<file path="src/smr_pkg.sv">
// Constants, register map and carrier types of the serial mode/status bank.
// Assumes one system clock domain and a plain strobe-based register port.
package smr_pkg;

    localparam int SMR_ADDR_W = 8;
    localparam int SMR_DATA_W = 32;

    // Register byte offsets.
    localparam logic [7:0] SMR_ADDR_MODE_STATUS = 8'h00;
    localparam logic [7:0] SMR_ADDR_BAUD_IDLE = 8'h04;
    localparam logic [7:0] SMR_ADDR_XFER_CTRL = 8'h08;
    localparam logic [7:0] SMR_ADDR_IRQ_STATUS = 8'h0C;
    localparam logic [7:0] SMR_ADDR_IRQ_ENABLE = 8'h10;
    localparam logic [7:0] SMR_ADDR_IRQ_CLEAR = 8'h14;

    // Field positions.
    localparam int SMR_MODE_LSB = 2;
    localparam int SMR_MODE_MSB = 3;
    localparam int SMR_BIT_XFER = 3;
    localparam int SMR_BIT_SHIFT = 2;
    localparam int SMR_BIT_IDLE_RUN = 6;
    localparam int SMR_BIT_BAUD_ZERO = 0;
    localparam int SMR_BIT_START = 7;
    localparam int SMR_BIT_ABORT = 6;

    // Constant one-fill patterns of unused bits, and the all-zero read word.
    localparam logic [31:0] SMR_SIO_FILL = 32'h0000_00F3;
    localparam logic [31:0] SMR_BAUD_FILL = 32'h0000_00BE;
    localparam logic [31:0] SMR_ZERO_WORD = 32'h0000_0000;

    // Interrupt event bits.
    localparam int SMR_IRQ_W = 3;
    localparam int SMR_IRQ_DONE = 0;
    localparam int SMR_IRQ_ABORT = 1;
    localparam int SMR_IRQ_BYTE = 2;

    typedef enum logic [1:0] {
        SMR_MODE_PORT = 2'h0,
        SMR_MODE_SIO = 2'h1,
        SMR_MODE_TWI = 2'h2,
        SMR_MODE_RSVD = 2'h3
    } smr_mode_t;

    localparam smr_mode_t SMR_MODE_RST = SMR_MODE_PORT;
    localparam logic SMR_IDLE_RUN_RST = 1'b0;

    // Controls towards the shift engine.
    typedef struct packed {
        smr_mode_t mode;
        logic run;
        logic abort;
        logic halt;
    } smr_ctrl_t;

    // Status coming back from the shift engine.
    typedef struct packed {
        logic shift_busy;
        logic byte_done;
    } smr_eng_t;

endpackage

</file>
<file path="src/smr_reset_sync.sv">
// Reset release synchroniser for the serial mode/status bank.
// Assumes an active-low asynchronous reset from the system.
`timescale 1ns/1ps
module smr_reset_sync (
    // Clock and raw reset
    input wire logic i_sys_clk,
    input wire logic i_reset_n,
    // Released reset
    output logic o_reset_n
);
    logic meta_n;

    always_ff @(posedge i_sys_clk or negedge i_reset_n) begin
        if (!i_reset_n) begin
            meta_n <= 1'b0;
            o_reset_n <= 1'b0;
        end else begin
            meta_n <= 1'b1;
            o_reset_n <= meta_n;
        end
    end
endmodule

</file>
<file path="src/smr_irq_bank.sv">
// Sticky interrupt status bits with enable gating onto one level output.
// Assumes event and clear inputs are one-cycle pulses in the clock domain.
`timescale 1ns/1ps
module smr_irq_bank #(
    parameter int N = 3
) (
    // Clock and reset
    input wire logic i_sys_clk,
    input wire logic i_rst_n,
    // Events, clears and enables
    input wire logic [N-1:0] i_event,
    input wire logic [N-1:0] i_clear,
    input wire logic [N-1:0] i_enable,
    // Status and interrupt
    output logic [N-1:0] o_status,
    output logic o_irq
);
    if (N < 1) begin : g_bad_width
        $error("smr_irq_bank needs at least one event");
    end

    // A set in the same cycle as a clear wins, so no event is lost.
    for (genvar g = 0; g < N; g++) begin : g_bit
        always_ff @(posedge i_sys_clk or negedge i_rst_n) begin
            if (!i_rst_n) begin
                o_status[g] <= 1'b0;
            end else if (i_event[g]) begin
                o_status[g] <= 1'b1;
            end else if (i_clear[g]) begin
                o_status[g] <= 1'b0;
            end
        end
    end

    always_ff @(posedge i_sys_clk or negedge i_rst_n) begin
        if (!i_rst_n) begin
            o_irq <= 1'b0;
        end else begin
            o_irq <= |((o_status & ~i_clear | i_event) & i_enable);
        end
    end

    a_irq_follows: assert property (@(posedge i_sys_clk) disable iff (!i_rst_n)
        ##1 (o_irq == |(o_status & $past(i_enable))))
        else $error("interrupt level does not follow enabled status");
endmodule

</file>
<file path="src/smr_regs.sv">
// Mode selection, transfer status and idle control of a serial interface.
// Assumes a shift engine beside it that reports busy and byte completion,
// and a power controller that raises a level while the system idles.
//
// The register addresses and strobed register access are this design's own decisions.
`timescale 1ns/1ps

module smr_regs
    import smr_pkg::*;
(
    // Clock and reset
    input wire logic i_sys_clk,
    input wire logic i_reset_n,
    // Register port
    input wire logic [SMR_ADDR_W-1:0] i_addr,
    input wire logic [SMR_DATA_W-1:0] i_wdata,
    input wire logic i_wr,
    input wire logic i_rd,
    output logic [SMR_DATA_W-1:0] o_rdata,
    // Shift engine
    input wire smr_eng_t i_eng,
    output smr_ctrl_t o_ctrl,
    // Power controller
    input wire logic i_sys_idle,
    // Interrupt
    output logic o_irq
);
    typedef enum logic [1:0] {
        XS_IDLE,
        XS_RUN,
        XS_DRAIN
    } smr_xfer_state_t;

    logic rst_n;
    smr_mode_t mode;
    logic idle_run;
    logic baud_zero;
    logic start;
    logic abort;
    logic shift_flag;
    smr_xfer_state_t state;
    smr_xfer_state_t next_state;
    logic halted;
    logic wr_mode;
    logic wr_baud;
    logic wr_ctrl;
    logic wr_irq_en;
    logic wr_irq_clr;
    logic start_req;
    logic abort_req;
    logic [SMR_IRQ_W-1:0] irq_enable;
    logic [SMR_IRQ_W-1:0] irq_clear;
    logic [SMR_IRQ_W-1:0] irq_event;
    logic [SMR_IRQ_W-1:0] irq_status;

    smr_reset_sync u_reset_sync (
        .i_sys_clk(i_sys_clk),
        .i_reset_n(i_reset_n),
        .o_reset_n(rst_n)
    );

    function automatic logic addr_is(input logic [SMR_ADDR_W-1:0] a,
                                     input logic [SMR_ADDR_W-1:0] ref_a);
        addr_is = (a == ref_a);
    endfunction

    assign wr_mode = i_wr && addr_is(i_addr, SMR_ADDR_MODE_STATUS);
    assign wr_baud = i_wr && addr_is(i_addr, SMR_ADDR_BAUD_IDLE);
    assign wr_ctrl = i_wr && addr_is(i_addr, SMR_ADDR_XFER_CTRL);
    assign wr_irq_en = i_wr && addr_is(i_addr, SMR_ADDR_IRQ_ENABLE);
    assign wr_irq_clr = i_wr && addr_is(i_addr, SMR_ADDR_IRQ_CLEAR);
    assign start_req = wr_ctrl && i_wdata[SMR_BIT_START];
    assign abort_req = wr_ctrl && i_wdata[SMR_BIT_ABORT];

    // Halt only while idling and software has not asked to keep running.
    assign halted = i_sys_idle && !idle_run;

    // Mode is taken on any write; software keeps it still mid-session.
    always_ff @(posedge i_sys_clk or negedge rst_n) begin
        if (!rst_n) begin
            mode <= SMR_MODE_RST;
        end else if (wr_mode) begin
            mode <= smr_mode_t'(i_wdata[SMR_MODE_MSB:SMR_MODE_LSB]);
        end
    end

    always_ff @(posedge i_sys_clk or negedge rst_n) begin
        if (!rst_n) begin
            idle_run <= SMR_IDLE_RUN_RST;
            baud_zero <= 1'b0;
        end else if (wr_baud) begin
            idle_run <= i_wdata[SMR_BIT_IDLE_RUN];
            baud_zero <= i_wdata[SMR_BIT_BAUD_ZERO];
        end
    end

    always_ff @(posedge i_sys_clk or negedge rst_n) begin
        if (!rst_n) begin
            start <= 1'b0;
            abort <= 1'b0;
        end else if (wr_ctrl) begin
            start <= i_wdata[SMR_BIT_START];
            abort <= i_wdata[SMR_BIT_ABORT];
        end
    end

    always_ff @(posedge i_sys_clk or negedge rst_n) begin
        if (!rst_n) begin
            irq_enable <= '0;
        end else if (wr_irq_en) begin
            irq_enable <= i_wdata[SMR_IRQ_W-1:0];
        end
    end

    assign irq_clear = wr_irq_clr ? i_wdata[SMR_IRQ_W-1:0] : '0;

    // A transfer starts only from a start write; a start bit left standing
    // after completion does not relaunch one.
    always_comb begin
        next_state = state;
        case (state)
            XS_IDLE: begin
                if (start_req && !abort_req && mode == SMR_MODE_SIO
                    && !halted) begin
                    next_state = XS_RUN;
                end
            end
            XS_RUN: begin
                if (abort_req) begin
                    next_state = XS_IDLE;
                end else if (wr_ctrl && !start_req) begin
                    next_state = XS_DRAIN;
                end
            end
            XS_DRAIN: begin
                if (abort_req) begin
                    next_state = XS_IDLE;
                end else if (i_eng.byte_done || !i_eng.shift_busy) begin
                    next_state = XS_IDLE;
                end
            end
            default: begin
                next_state = XS_IDLE;
            end
        endcase
    end

    always_ff @(posedge i_sys_clk or negedge rst_n) begin
        if (!rst_n) begin
            state <= XS_IDLE;
        end else begin
            state <= next_state;
        end
    end

    // Shift status is dropped with an abort, since the shifter is stopped.
    always_ff @(posedge i_sys_clk or negedge rst_n) begin
        if (!rst_n) begin
            shift_flag <= 1'b0;
        end else begin
            shift_flag <= i_eng.shift_busy && !abort_req
                && next_state != XS_IDLE;
        end
    end

    always_ff @(posedge i_sys_clk or negedge rst_n) begin
        if (!rst_n) begin
            o_ctrl <= '{mode: SMR_MODE_RST, run: 1'b0, abort: 1'b0,
                        halt: 1'b0};
        end else begin
            o_ctrl.mode <= wr_mode
                ? smr_mode_t'(i_wdata[SMR_MODE_MSB:SMR_MODE_LSB]) : mode;
            o_ctrl.run <= (next_state == XS_RUN);
            o_ctrl.abort <= abort_req || (abort && !wr_ctrl);
            o_ctrl.halt <= halted;
        end
    end

    always_comb begin
        irq_event = '0;
        irq_event[SMR_IRQ_DONE] = state != XS_IDLE && next_state == XS_IDLE
            && !abort_req;
        irq_event[SMR_IRQ_ABORT] = state != XS_IDLE && abort_req;
        irq_event[SMR_IRQ_BYTE] = i_eng.byte_done && state != XS_IDLE;
    end

    smr_irq_bank #(
        .N(SMR_IRQ_W)
    ) u_irq_bank (
        .i_sys_clk(i_sys_clk),
        .i_rst_n(rst_n),
        .i_event(irq_event),
        .i_clear(irq_clear),
        .i_enable(irq_enable),
        .o_status(irq_status),
        .o_irq(o_irq)
    );

    function automatic logic [31:0] read_word(
        input logic [SMR_ADDR_W-1:0] a);
        logic [31:0] w;
        w = SMR_ZERO_WORD;
        if (addr_is(a, SMR_ADDR_MODE_STATUS)) begin
            // The mode field is write-only; the address reads as status.
            if (mode == SMR_MODE_SIO) begin
                w = SMR_SIO_FILL;
            end
            w[SMR_BIT_XFER] = (state != XS_IDLE);
            w[SMR_BIT_SHIFT] = shift_flag;
        end else if (addr_is(a, SMR_ADDR_BAUD_IDLE)) begin
            w = SMR_BAUD_FILL;
            w[SMR_BIT_IDLE_RUN] = idle_run;
            w[SMR_BIT_BAUD_ZERO] = baud_zero;
        end else if (addr_is(a, SMR_ADDR_XFER_CTRL)) begin
            w[SMR_BIT_START] = start;
            w[SMR_BIT_ABORT] = abort;
        end else if (addr_is(a, SMR_ADDR_IRQ_STATUS)) begin
            w[SMR_IRQ_W-1:0] = irq_status;
        end else if (addr_is(a, SMR_ADDR_IRQ_ENABLE)) begin
            w[SMR_IRQ_W-1:0] = irq_enable;
        end
        read_word = w;
    endfunction

    // Read data stand only in the cycle after the strobe.
    always_ff @(posedge i_sys_clk or negedge rst_n) begin
        if (!rst_n) begin
            o_rdata <= SMR_ZERO_WORD;
        end else if (i_rd) begin
            o_rdata <= read_word(i_addr);
        end else begin
            o_rdata <= SMR_ZERO_WORD;
        end
    end

    a_mode_written: assert property (
        @(posedge i_sys_clk) disable iff (!rst_n)
        wr_mode |=> mode == $past(i_wdata[SMR_MODE_MSB:SMR_MODE_LSB]))
        else $error("mode field not taken from write");

    a_xfer_start: assert property (
        @(posedge i_sys_clk) disable iff (!rst_n)
        (state == XS_IDLE && start_req && !abort_req
            && mode == SMR_MODE_SIO && !halted)
        |=> state == XS_RUN && o_ctrl.run)
        else $error("start write did not begin a transfer");

    a_abort_stops: assert property (
        @(posedge i_sys_clk) disable iff (!rst_n)
        abort_req |=> state == XS_IDLE && !shift_flag)
        else $error("abort did not clear transfer status");

    a_drain_holds: assert property (
        @(posedge i_sys_clk) disable iff (!rst_n)
        (state == XS_DRAIN && !abort_req && !i_eng.byte_done
            && i_eng.shift_busy) |=> state == XS_DRAIN)
        else $error("transfer ended before the byte finished");

    a_drain_ends: assert property (
        @(posedge i_sys_clk) disable iff (!rst_n)
        (state == XS_DRAIN && i_eng.byte_done) |=> state == XS_IDLE)
        else $error("transfer status not cleared after the last byte");

    a_sio_fill: assert property (
        @(posedge i_sys_clk) disable iff (!rst_n)
        (i_rd && addr_is(i_addr, SMR_ADDR_MODE_STATUS)
            && mode == SMR_MODE_SIO)
        |=> o_rdata[7:4] == 4'hF && o_rdata[1:0] == 2'h3
            && o_rdata[31:8] == 24'h0)
        else $error("unused status bits wrong in serial mode");

    a_status_read: assert property (
        @(posedge i_sys_clk) disable iff (!rst_n)
        (i_rd && addr_is(i_addr, SMR_ADDR_MODE_STATUS))
        |=> o_rdata[SMR_BIT_XFER] == ($past(state) != XS_IDLE))
        else $error("status read does not show transfer state");

    a_idle_halt: assert property (
        @(posedge i_sys_clk) disable iff (!rst_n)
        (i_sys_idle && !idle_run) |=> o_ctrl.halt)
        else $error("idle did not halt the serial engine");

    a_halt_released: assert property (
        @(posedge i_sys_clk) disable iff (!rst_n)
        (!i_sys_idle || idle_run) |=> !o_ctrl.halt)
        else $error("engine halted outside idle");

    a_idle_bit: assert property (
        @(posedge i_sys_clk) disable iff (!rst_n)
        wr_baud |=> idle_run == $past(i_wdata[SMR_BIT_IDLE_RUN]))
        else $error("idle-run bit not stored");

    a_baud_fill: assert property (
        @(posedge i_sys_clk) disable iff (!rst_n)
        (i_rd && addr_is(i_addr, SMR_ADDR_BAUD_IDLE))
        |=> (o_rdata & SMR_BAUD_FILL) == SMR_BAUD_FILL)
        else $error("unused baud bits do not read one");

    a_read_once: assert property (
        @(posedge i_sys_clk) disable iff (!rst_n)
        !i_rd |=> o_rdata == SMR_ZERO_WORD)
        else $error("read data held beyond one cycle");

    // The engine sees run exactly while the transfer is in XS_RUN, not while it drains.
    a_run_output: assert property (
        @(posedge i_sys_clk) disable iff (!rst_n)
        o_ctrl.run == (state == XS_RUN))
        else $error("run control does not match transfer state");

    a_port_no_start: assert property (
        @(posedge i_sys_clk) disable iff (!rst_n)
        (state == XS_IDLE && mode != SMR_MODE_SIO) |=> state == XS_IDLE)
        else $error("transfer started outside serial mode");

    a_abort_output: assert property (
        @(posedge i_sys_clk) disable iff (!rst_n)
        abort_req |=> o_ctrl.abort && !o_ctrl.run)
        else $error("abort not passed to the shift engine");

    a_shift_idle: assert property (
        @(posedge i_sys_clk) disable iff (!rst_n)
        state == XS_IDLE |-> !shift_flag)
        else $error("shift status set with no transfer");

    a_shift_follows: assert property (
        @(posedge i_sys_clk) disable iff (!rst_n)
        (state == XS_RUN && i_eng.shift_busy && !wr_ctrl) |=> shift_flag)
        else $error("shift status missed a busy shifter");

    a_done_event: assert property (
        @(posedge i_sys_clk) disable iff (!rst_n)
        (state == XS_DRAIN && i_eng.byte_done && !abort_req)
        |=> irq_status[SMR_IRQ_DONE])
        else $error("transfer completion not recorded");

    a_abort_event: assert property (
        @(posedge i_sys_clk) disable iff (!rst_n)
        (state != XS_IDLE && abort_req) |=> irq_status[SMR_IRQ_ABORT])
        else $error("transfer abort not recorded");
endmodule

</file>
<file path="config.mk">
export PLATFORM = sky130hd
export DESIGN_NAME = smr_regs
export DESIGN_NICKNAME = d
export VERILOG_FILES = /design/src/smr_pkg.sv /design/src/smr_reset_sync.sv /design/src/smr_irq_bank.sv /design/src/smr_regs.sv
export SDC_FILE = /design/constraint.sdc
export NUM_CORES = 1
export LEC_CHECK = 0
export ABC_CLOCK_PERIOD_IN_PS = 900
export BUFFER_PORTS_ARGS = -buffer_cell sky130_fd_sc_hd__clkbuf_2
export CAP_MARGIN = 20
export CORE_MARGIN = 3
export CORE_UTILIZATION = 43
export CTS_CLUSTER_SIZE = 16
export DETAILED_ROUTE_END_ITERATION = 8
export PLACE_DENSITY_LB_ADDON = 0.2
export SLEW_MARGIN = 5
export SYNTH_ARGS = -nofsm -noshare
export SYNTH_HDL_FRONTEND = slang
export SYNTH_SLANG_ARGS = --single-unit
</file>
<file path="constraint.sdc">
create_clock -name i_sys_clk -period 0.9 [get_ports i_sys_clk]
set_input_delay 0.18 -clock i_sys_clk [delete_from_list [all_inputs] [get_ports i_sys_clk]]
set_output_delay 0.18 -clock i_sys_clk [all_outputs]
set_load 0.1 [all_outputs]
</file>
# Word level (Yosys, flattened, before mapping)
# Cells that the tools add are included.
[totals]
mem_bits_rw = 0
mem_bits_ro = 0
wordCells = 90
regBits = 53
latchBits = 0
mem_count = 0
[classes]
shift = 0
n_div = 0
mux = 23
n_mul = 0
order_cmp = 0
bitwise = 4
addsub = 0
reduce_logical = 36
eq_ne = 9
[ops]
columns = ["op", "n"]
rows = [
  ["2-to-1 mux 32 bit", 2],
  ["logical AND 1 bit", 19],
  ["2-to-1 mux 3 bit", 6],
  ["== test 8 x 4 -> 1 bit, second input constant", 2],
  ["== test 8 x 5 -> 1 bit, second input constant", 2],
  ["2-to-1 mux 2 bit", 7],
  ["nonzero test 2 bit", 5],
  ["== test 8 x 3 -> 1 bit, second input constant", 1],
  ["logical NOT 8 bit", 1],
  ["2-to-1 mux 8 bit", 1],
  ["bitwise AND 3 bit", 2],
  ["== test 2 x 1 -> 1 bit, second input constant", 3],
  ["logical NOT 1 bit", 6],
  ["2-to-1 mux 1 bit", 6],
  ["case mux 2 bit (3 select lines)", 1],
  ["logical NOT 2 bit", 2],
  ["inverter 3 bit", 1],
  ["OR 3 bit", 1],
  ["OR reduction 3 bit", 1],
  ["== test 2 bit, second input constant", 1],
  ["logical OR 1 bit", 2],
]

# Logic depth before layout (Yosys ltp)
# Gate-level depths: netlist (run 1).
[logic_depth]
word_depth = 15
depth_mapped = 6

# Modules after synthesis
# A second synthesis (run 1) with hierarchy kept.
[hier_totals]
cells_unflattened = 152
area_unflattened_um2 = 1477.7
[by_module_without_submodules]
columns = ["module", "cells_each", "area_per_inst_um2", "n_inst"]
rows = [
  ["smr_regs", 137, 1271.2, 1],
  ["smr_irq_bank", 12, 152.6, 1],
  ["smr_reset_sync", 3, 53.8, 1],
]

# Least setup slack after synthesis (run 1)
# No wires, ideal clock.
[synth_timing]
path_type = "flip-flop to flip-flop"
from = "register, netlist name o_ctrl[3]"
to = "register u_irq_bank.o_irq"
synth_period_minus_slack_ns = 1.770
setup_time_ns = 0.135
arrival_ns = 1.636
slack_ns = -0.870
stages_incl_launch_ff = 5
path_cell_list = "dfrtp_1 > nor4b_1 > a2bb2oi_1 > o211ai_1 > o211ai_1"
[synth_lines]
columns = ["item", "line", "source"]
rows = [
  ["end signal, assigned", "smr_irq_bank.sv:39", "o_irq <= |((o_status & ~i_clear | i_event) & i_enable);"],
  ["end, declared", "smr_irq_bank.sv:16", "output logic o_irq"],
]

# Worst setup path after layout (run 1)
[layout_timing]
from = "register o_ctrl[4] (netlist name)"
to = "output o_ctrl[4] (netlist name)"
[layout_lines]
columns = ["item", "line", "source"]
rows = [
  ["start, declared", "smr_regs.sv:22", "output smr_ctrl_t o_ctrl,"],
  ["start signal, assigned", "smr_regs.sv:168", "o_ctrl <= '{mode: SMR_MODE_RST, run: 1'b0, abort: 1'b0,"],
]
# No word-level cell between the ends.

==> flow_metrics.env, run 1 <==
export IMPL_status="finished, violations left"
export IMPL_failed_checks="setup timing"
export IMPL_switching_share=0.3962
export IMPL_setup_tns_ps=-8899
export IMPL_slowest_delay_ps=540
export IMPL_cp_start_kind="flop"
export IMPL_synth_top_family_by_area="simple AND/OR/NAND/NOR gates"
export IMPL_period_needed_ps=1342
export IMPL_seqPwrFrac=0.442
export IMPL_layout_common_cells="29 x buf_4, 25 x conb_1, 17 x clkbuf_2"
export IMPL_synthTopCellsByArea="dfrtp_1 49%, buf_4 13%, mux2_2 4.7%"
export IMPL_dieArea_mm2=0.004063
export IMPL_synth_top_cell_area_share=0.4887
export IMPL_grtUsageTotal=0.1954
export IMPL_slowest_stage="dfrtp_4"
export IMPL_synth_simple_gate_area_frac=0.1745
export IMPL_ys_types=36
export IMPL_antenna_found_initial=0
export IMPL_power_density_mw_per_mm2=1304
export IMPL_synth_area_mm2=0.001434
export IMPL_layout_setup_ws_ps=-441.9
export IMPL_cts_buffer_depth=2
export IMPL_path_class="reg -> out"
export IMPL_clkSlewWorstSetupHoldPaths_ps=150
export IMPL_clockPowerShare=0.198
export IMPL_path_delay_family="flip-flops"
export IMPL_final_common_cell="buf_4"
export IMPL_cp_arrival_ps=1160
export IMPL_rrSetupSlack_ps=-420
export IMPL_fmax_mhz=745.2
export IMPL_grt_pass1_vias=1382
export IMPL_combPwrFrac=0.360
export IMPL_fill_cells=209
export IMPL_htreeDepth=1
export IMPL_pre_cts_slack_ps=-692.5
export IMPL_cts_sinks=28
export IMPL_grt_overflow_total=0
export IMPL_synth_xor_area_share=0
export IMPL_ys_ff_latch=28
export IMPL_synth_warnings=0
export IMPL_drive_gt1_frac=0.6027
export IMPL_numCtsBuffers=3
export IMPL_worst_hold_slack_ps=63.46
export IMPL_yosys_area_top_type="dfrtp_1"
export IMPL_drv_cap=0
export IMPL_clkLatencyLatePin_ps=330
export IMPL_wl_per_cell_um=15.05
export IMPL_gp_congestion=0.8181
export IMPL_crit_buf_inv=2
export IMPL_hold_class="in -> reg"
export IMPL_antenna_left=0
export IMPL_fin_crit_sh=1.491
export IMPL_ios=85
export IMPL_skew_ps=8.943
export IMPL_cts_tree="yes"
export IMPL_start_util=0.4584
export IMPL_drtIter0Drc=53
export IMPL_vias=1280
export IMPL_num_antenna_cells=0
export IMPL_die_w_um=63.75
export IMPL_grt_max_degree=20
export IMPL_worstPathRequired_ps=720
export IMPL_root_buffer="clkbuf_4"
export IMPL_muxShareOfSynthArea=0.04712
export IMPL_slew_viol_final=0
export IMPL_drt_total_wl_um=3957
export IMPL_p_leak_nw=1.152
export IMPL_hpwl_um=3027
export IMPL_rsz0062_at_grt="yes"
export IMPL_area_growth_pct=66.67
export IMPL_dr_pass1_iters=4
export IMPL_portBuffers=34
export IMPL_nNetsFinal=267
export IMPL_setup_violations=38
export IMPL_hold_viol=0
export IMPL_crit_path_max_fanout=3
export IMPL_synth_fa_ha_area_frac=0
export IMPL_fp_row_count=20
export IMPL_switchingPower_w=0.001235
export IMPL_path_cells="buf_6, buf_12"
export IMPL_core_area_mm2=0.003128
export IMPL_end_kind="output port"
export IMPL_grt_pass1_wl_um=6147
export IMPL_drt_vias_per_instance=4.867
export IMPL_seq_area_frac_synth=0.4887
export IMPL_syn_area_per_cell_um2=9.957
export IMPL_synth_compound_area_frac=0.1300
export IMPL_route_detailed_drc=0
export IMPL_syn_inst=144
export IMPL_intPower_w=0.001882
export IMPL_dieHeight_um=63.75
export IMPL_ir_drop_mv=0.7982
[cell families (layout without fill, tap and decap cells)]
family | after synthesis | count (layout)
AND/OR/NAND/NOR | 47 | 47
other | 2 | 25
buffers and inverters | 34 | 86
multiplexers | 6 | 6
AO/OA/AOI/OAI | 27 | 27
flip-flops | 28 | 28
[flip-flops by register name, summed over array words and instances (netlist names)]
register and cells:
shift_flag 1, irq_enable 3, u_irq_bank.o_status 3, state 2
u_reset_sync.meta_n 1, start 1, idle_run 1, baud_zero 1
o_rdata 7, u_reset_sync.o_reset_n 1, o_ctrl 5, u_irq_bank.o_irq 1
abort 1
[metrics by stage]
step / instance area [um^2] / util / power [W] / instances
5_1_grt: 2390 / 0.7640 / 0.003245 / 263
3_5_place_dp: 2087 / 0.6672 / 0.002415 / 251
2_1_floorplan: 1615 / - / 0.002188 / 167
6_report: 2390 / 0.7640 / 0.003116 / 263
4_1_cts: 2280 / 0.7288 / 0.003072 / 260
3_3_place_gp: 2087 / 0.6672 / 0.002403 / 251
[cell usage after synthesis (all sizes together)]
cell type and instances:
buf 25, clkbuf 1, a21o 1, a41o 1, and3b 1, dfrtp 28, conb 2, nand4 3
or3 1, or4b 1, and3 3, a22oi 1, nor3 1, nand2 16, o21ai 7, nor2b 2
o211a 1, and4bb 1, inv 8, nor3b 2, o31ai 2, a41oi 1, and4 1, nor4b 1
o211ai 2, a31oi 1, a21boi 1, mux2 6, a2bb2oi 1, o221a 1, a32oi 1, nand3 6
nor2 8, a21oi 6
[timing repair]
| action | in CTS | in global routing |
|---|---|---|
| pin swaps | 11 | 3 |
| setup buffers | 4 | 4 |
| endpoints found under the setup margin | 38 | 38 |
| gates resized for setup | 32 | 23 |
| hold endpoints to repair | 2 | 0 |
| hold buffers | 1 | 0 |
[final timing paths]
kind / cells after the start / endpoint / start
setup / recovery: 2 / o_ctrl[4] / o_ctrl[4]
hold / removal: 2 / o_ctrl[4] / i_wdata[3]
setup reg to reg: 5 / shift_flag / idle_run
hold reg to reg: 1 / o_ctrl[0] / u_reset_sync.o_reset_n
max in group asynchronous: 1 / o_rdata[0] / u_reset_sync.o_reset_n
min in group asynchronous: 2 / u_reset_sync.meta_n / i_reset_n
[per-layer routing]
layer,GRT usage,share of wire,vias to the layer above
met4,0.07278,0.015,0
met2,0.3481,0.55,46
li1,-,-,606
met3,0.02636,0.044,10
met5,0,0,-
met1,0.2392,0.39,618
[layout make-up]
type / count / area, um^2 / share of cell area
clock buffers: 4 / 36.28 / 0.01518
well taps: 44 / 55.05 / 0.02304
flip-flops and latches: 28 / 724.4 / 0.3031
multi-input cells: 105 / 798.3 / 0.3340
inverters: 8 / 32.53 / 0.01361
repair buffers: 74 / 743.2 / 0.3110
[power by group through the flow]
stage	clock network (W)	registers [W]	logic, W
floorplan	0	0.00153	0.000657
global placement	0	0.00139	0.00101
detailed placement	0	0.00139	0.00102
CTS	0.000621	0.00137	0.00108
global route	0.000696	0.00138	0.00117
finish	0.000617	0.00138	0.00112
Note: power is estimated with default switching activity, not from simulation.
==> run 2, diff against run 1 <==
Settings changed: CORE_UTILIZATION 43 to 40.
==> flow_metrics.env, run 2 (synthesis results as in run 1) <==
export IMPL_status="finished, violations left"
export IMPL_failed_checks="setup timing"
export IMPL_clockPowerShare=0.177
export IMPL_fmax_mhz=736.8
export IMPL_portBuffers=34
export IMPL_hold_class="in -> reg"
export IMPL_pre_cts_slack_ps=-633.3
export IMPL_power_density_mw_per_mm2=1287
export IMPL_antenna_found_initial=0
export IMPL_cp_arrival_ps=1580
export IMPL_place_inst=256
export IMPL_switching_share=0.4031
export IMPL_reg_top3="o_rdata (7), o_ctrl (5)"
export IMPL_drv_cap=0
export IMPL_intPower_w=0.001833
export IMPL_dr_pass1_iters=4
export IMPL_drt_vias_per_instance=4.877
export IMPL_cts_sinks=28
export IMPL_clkLatencyLatePin_ps=340
export IMPL_clkSlewWorstSetupHoldPaths_ps=150
export IMPL_drtIter0Drc=37
export IMPL_skew_ps=9.075
export IMPL_worstPathRequired_ps=1120
export IMPL_htreeDepth=1
export IMPL_grt_pass1_vias=1393
export IMPL_end_kind="flop"
export IMPL_fin_crit_sh=1.508
export IMPL_antenna_left=0
export IMPL_route_detailed_drc=0
export IMPL_final_common_cell="buf_4"
export IMPL_drive_gt1_frac=0.6054
export IMPL_die_w_um=65.87
export IMPL_grt_max_degree=27
export IMPL_dieArea_mm2=0.004339
export IMPL_slew_viol_final=0
export IMPL_nNetsFinal=271
export IMPL_cts_buffer_depth=2
export IMPL_switchingPower_w=0.001238
export IMPL_largest_register="o_rdata"
export IMPL_rsz0062_at_grt="yes"
export IMPL_crit_path_max_fanout=5
export IMPL_hold_viol=0
export IMPL_num_antenna_cells=0
export IMPL_drt_total_wl_um=3935
export IMPL_layout_common_cells="35 x buf_4, 25 x conb_1, 18 x clkbuf_2"
export IMPL_dieHeight_um=65.87
export IMPL_p_leak_nw=1.157
export IMPL_area_growth_pct=66.41
export IMPL_numCtsBuffers=3
export IMPL_hpwl_um=2877
export IMPL_setup_violations=35
export IMPL_fin_cells=269
export IMPL_ios=85
export IMPL_root_buffer="clkbuf_4"
export IMPL_period_needed_ps=1357
export IMPL_largest_reg_flops=7
export IMPL_combPwrFrac=0.375
export IMPL_fp_row_count=21
export IMPL_cts_tree="yes"
export IMPL_grt_pass1_wl_um=6292
export IMPL_gp_congestion=0.8857
export IMPL_ir_drop_mv=0.7905
export IMPL_cp_start_kind="flop"
export IMPL_power_total_w=0.003071
export IMPL_layout_setup_ws_ps=-457.2
export IMPL_wl_per_cell_um=14.63
export IMPL_start_util=0.4230
export IMPL_grt_overflow_total=0
export IMPL_seqPwrFrac=0.448
export IMPL_vias=1312
export IMPL_grtUsageTotal=0.1893
export IMPL_path_class="reg -> reg"
export IMPL_fill_cells=255
export IMPL_core_area_mm2=0.003390
export IMPL_setup_tns_ps=-8784
-- run 2: cell count changes in the layout (fill, tap and decap cells not counted), sizes merged --
cell / before / now
clkbuf: 21 / 22
buf: 56 / 59
-- run 2: layer usage --
metal  GRT usage  part of all wire  vias to the layer above
met1      0.2207              0.36                      640
met5           0                 0                        -
met2      0.3367              0.55                       52
met4     0.08290             0.021                        0
met3     0.03231             0.065                        8
li1            -                 -                      612
-- run 2: worst paths after layout --
check / endpoint / startpoint / slack (ps) / depth (start not counted)
min: shift_flag / i_eng[1] / 60 / 2
max reg2reg: u_irq_bank.o_irq / state[1] / -460 / 5
min in group asynchronous: u_reset_sync.meta_n / i_reset_n / 130 / 2
min reg2reg: o_ctrl[0] / u_reset_sync.o_reset_n / 220 / 1
max in group asynchronous: o_rdata[1] / u_reset_sync.o_reset_n / 510 / 1
max: u_irq_bank.o_irq / state[1] / -460 / 5
-- run 2: power groups by stage --
| stage | Combinational (W) | Clock [W] | Sequential, W |
|---|---|---|---|
| floorplan | 0.000657 | 0 | 0.00153 |
| global placement | 0.00103 | 0 | 0.00139 |
| detailed placement | 0.00104 | 0 | 0.00139 |
| CTS | 0.00110 | 0.000563 | 0.00137 |
| global route | 0.00120 | 0.000613 | 0.00138 |
| finish | 0.00115 | 0.000543 | 0.00138 |
-- run 2: critical path: stages (launching register included) --
cell and delay (ps):
dfrtp_2 490, nor3b_2 220, nor2_1 80, o221a_2 240, o211ai_1 100, o211ai_1 110
-- run 2: final cells by class --
class                      instances  area [um^2]  area share
sequential                        28        724.4      0.3036
multi-input combinational        105        779.5      0.3267
clock buffer                       4        26.28     0.01101
inverter                           8        30.03     0.01259
timing repair buffer              78        768.2      0.3220
tap                               46        57.56     0.02412
-- run 2: stage by stage --
step	util	hold slack (ps)	cell area, um^2
detailed placement	0.6268	-28.83	2125
global route	0.7040	47.20	2386
global placement	0.6268	-33.44	2125
CTS	0.6836	45.05	2317
floorplan	-	-115.6	1615
finish	0.7040	55.59	2386
-- run 2: timing repair --
action | in CTS | in global routing
pin swaps | 17 | 5
gates resized for setup | 30 | 17
buffers inserted | 8 | 1
endpoints found under the hold margin | 2 | 0
setup endpoints to repair | 36 | 39
hold buffers | 1 | 0
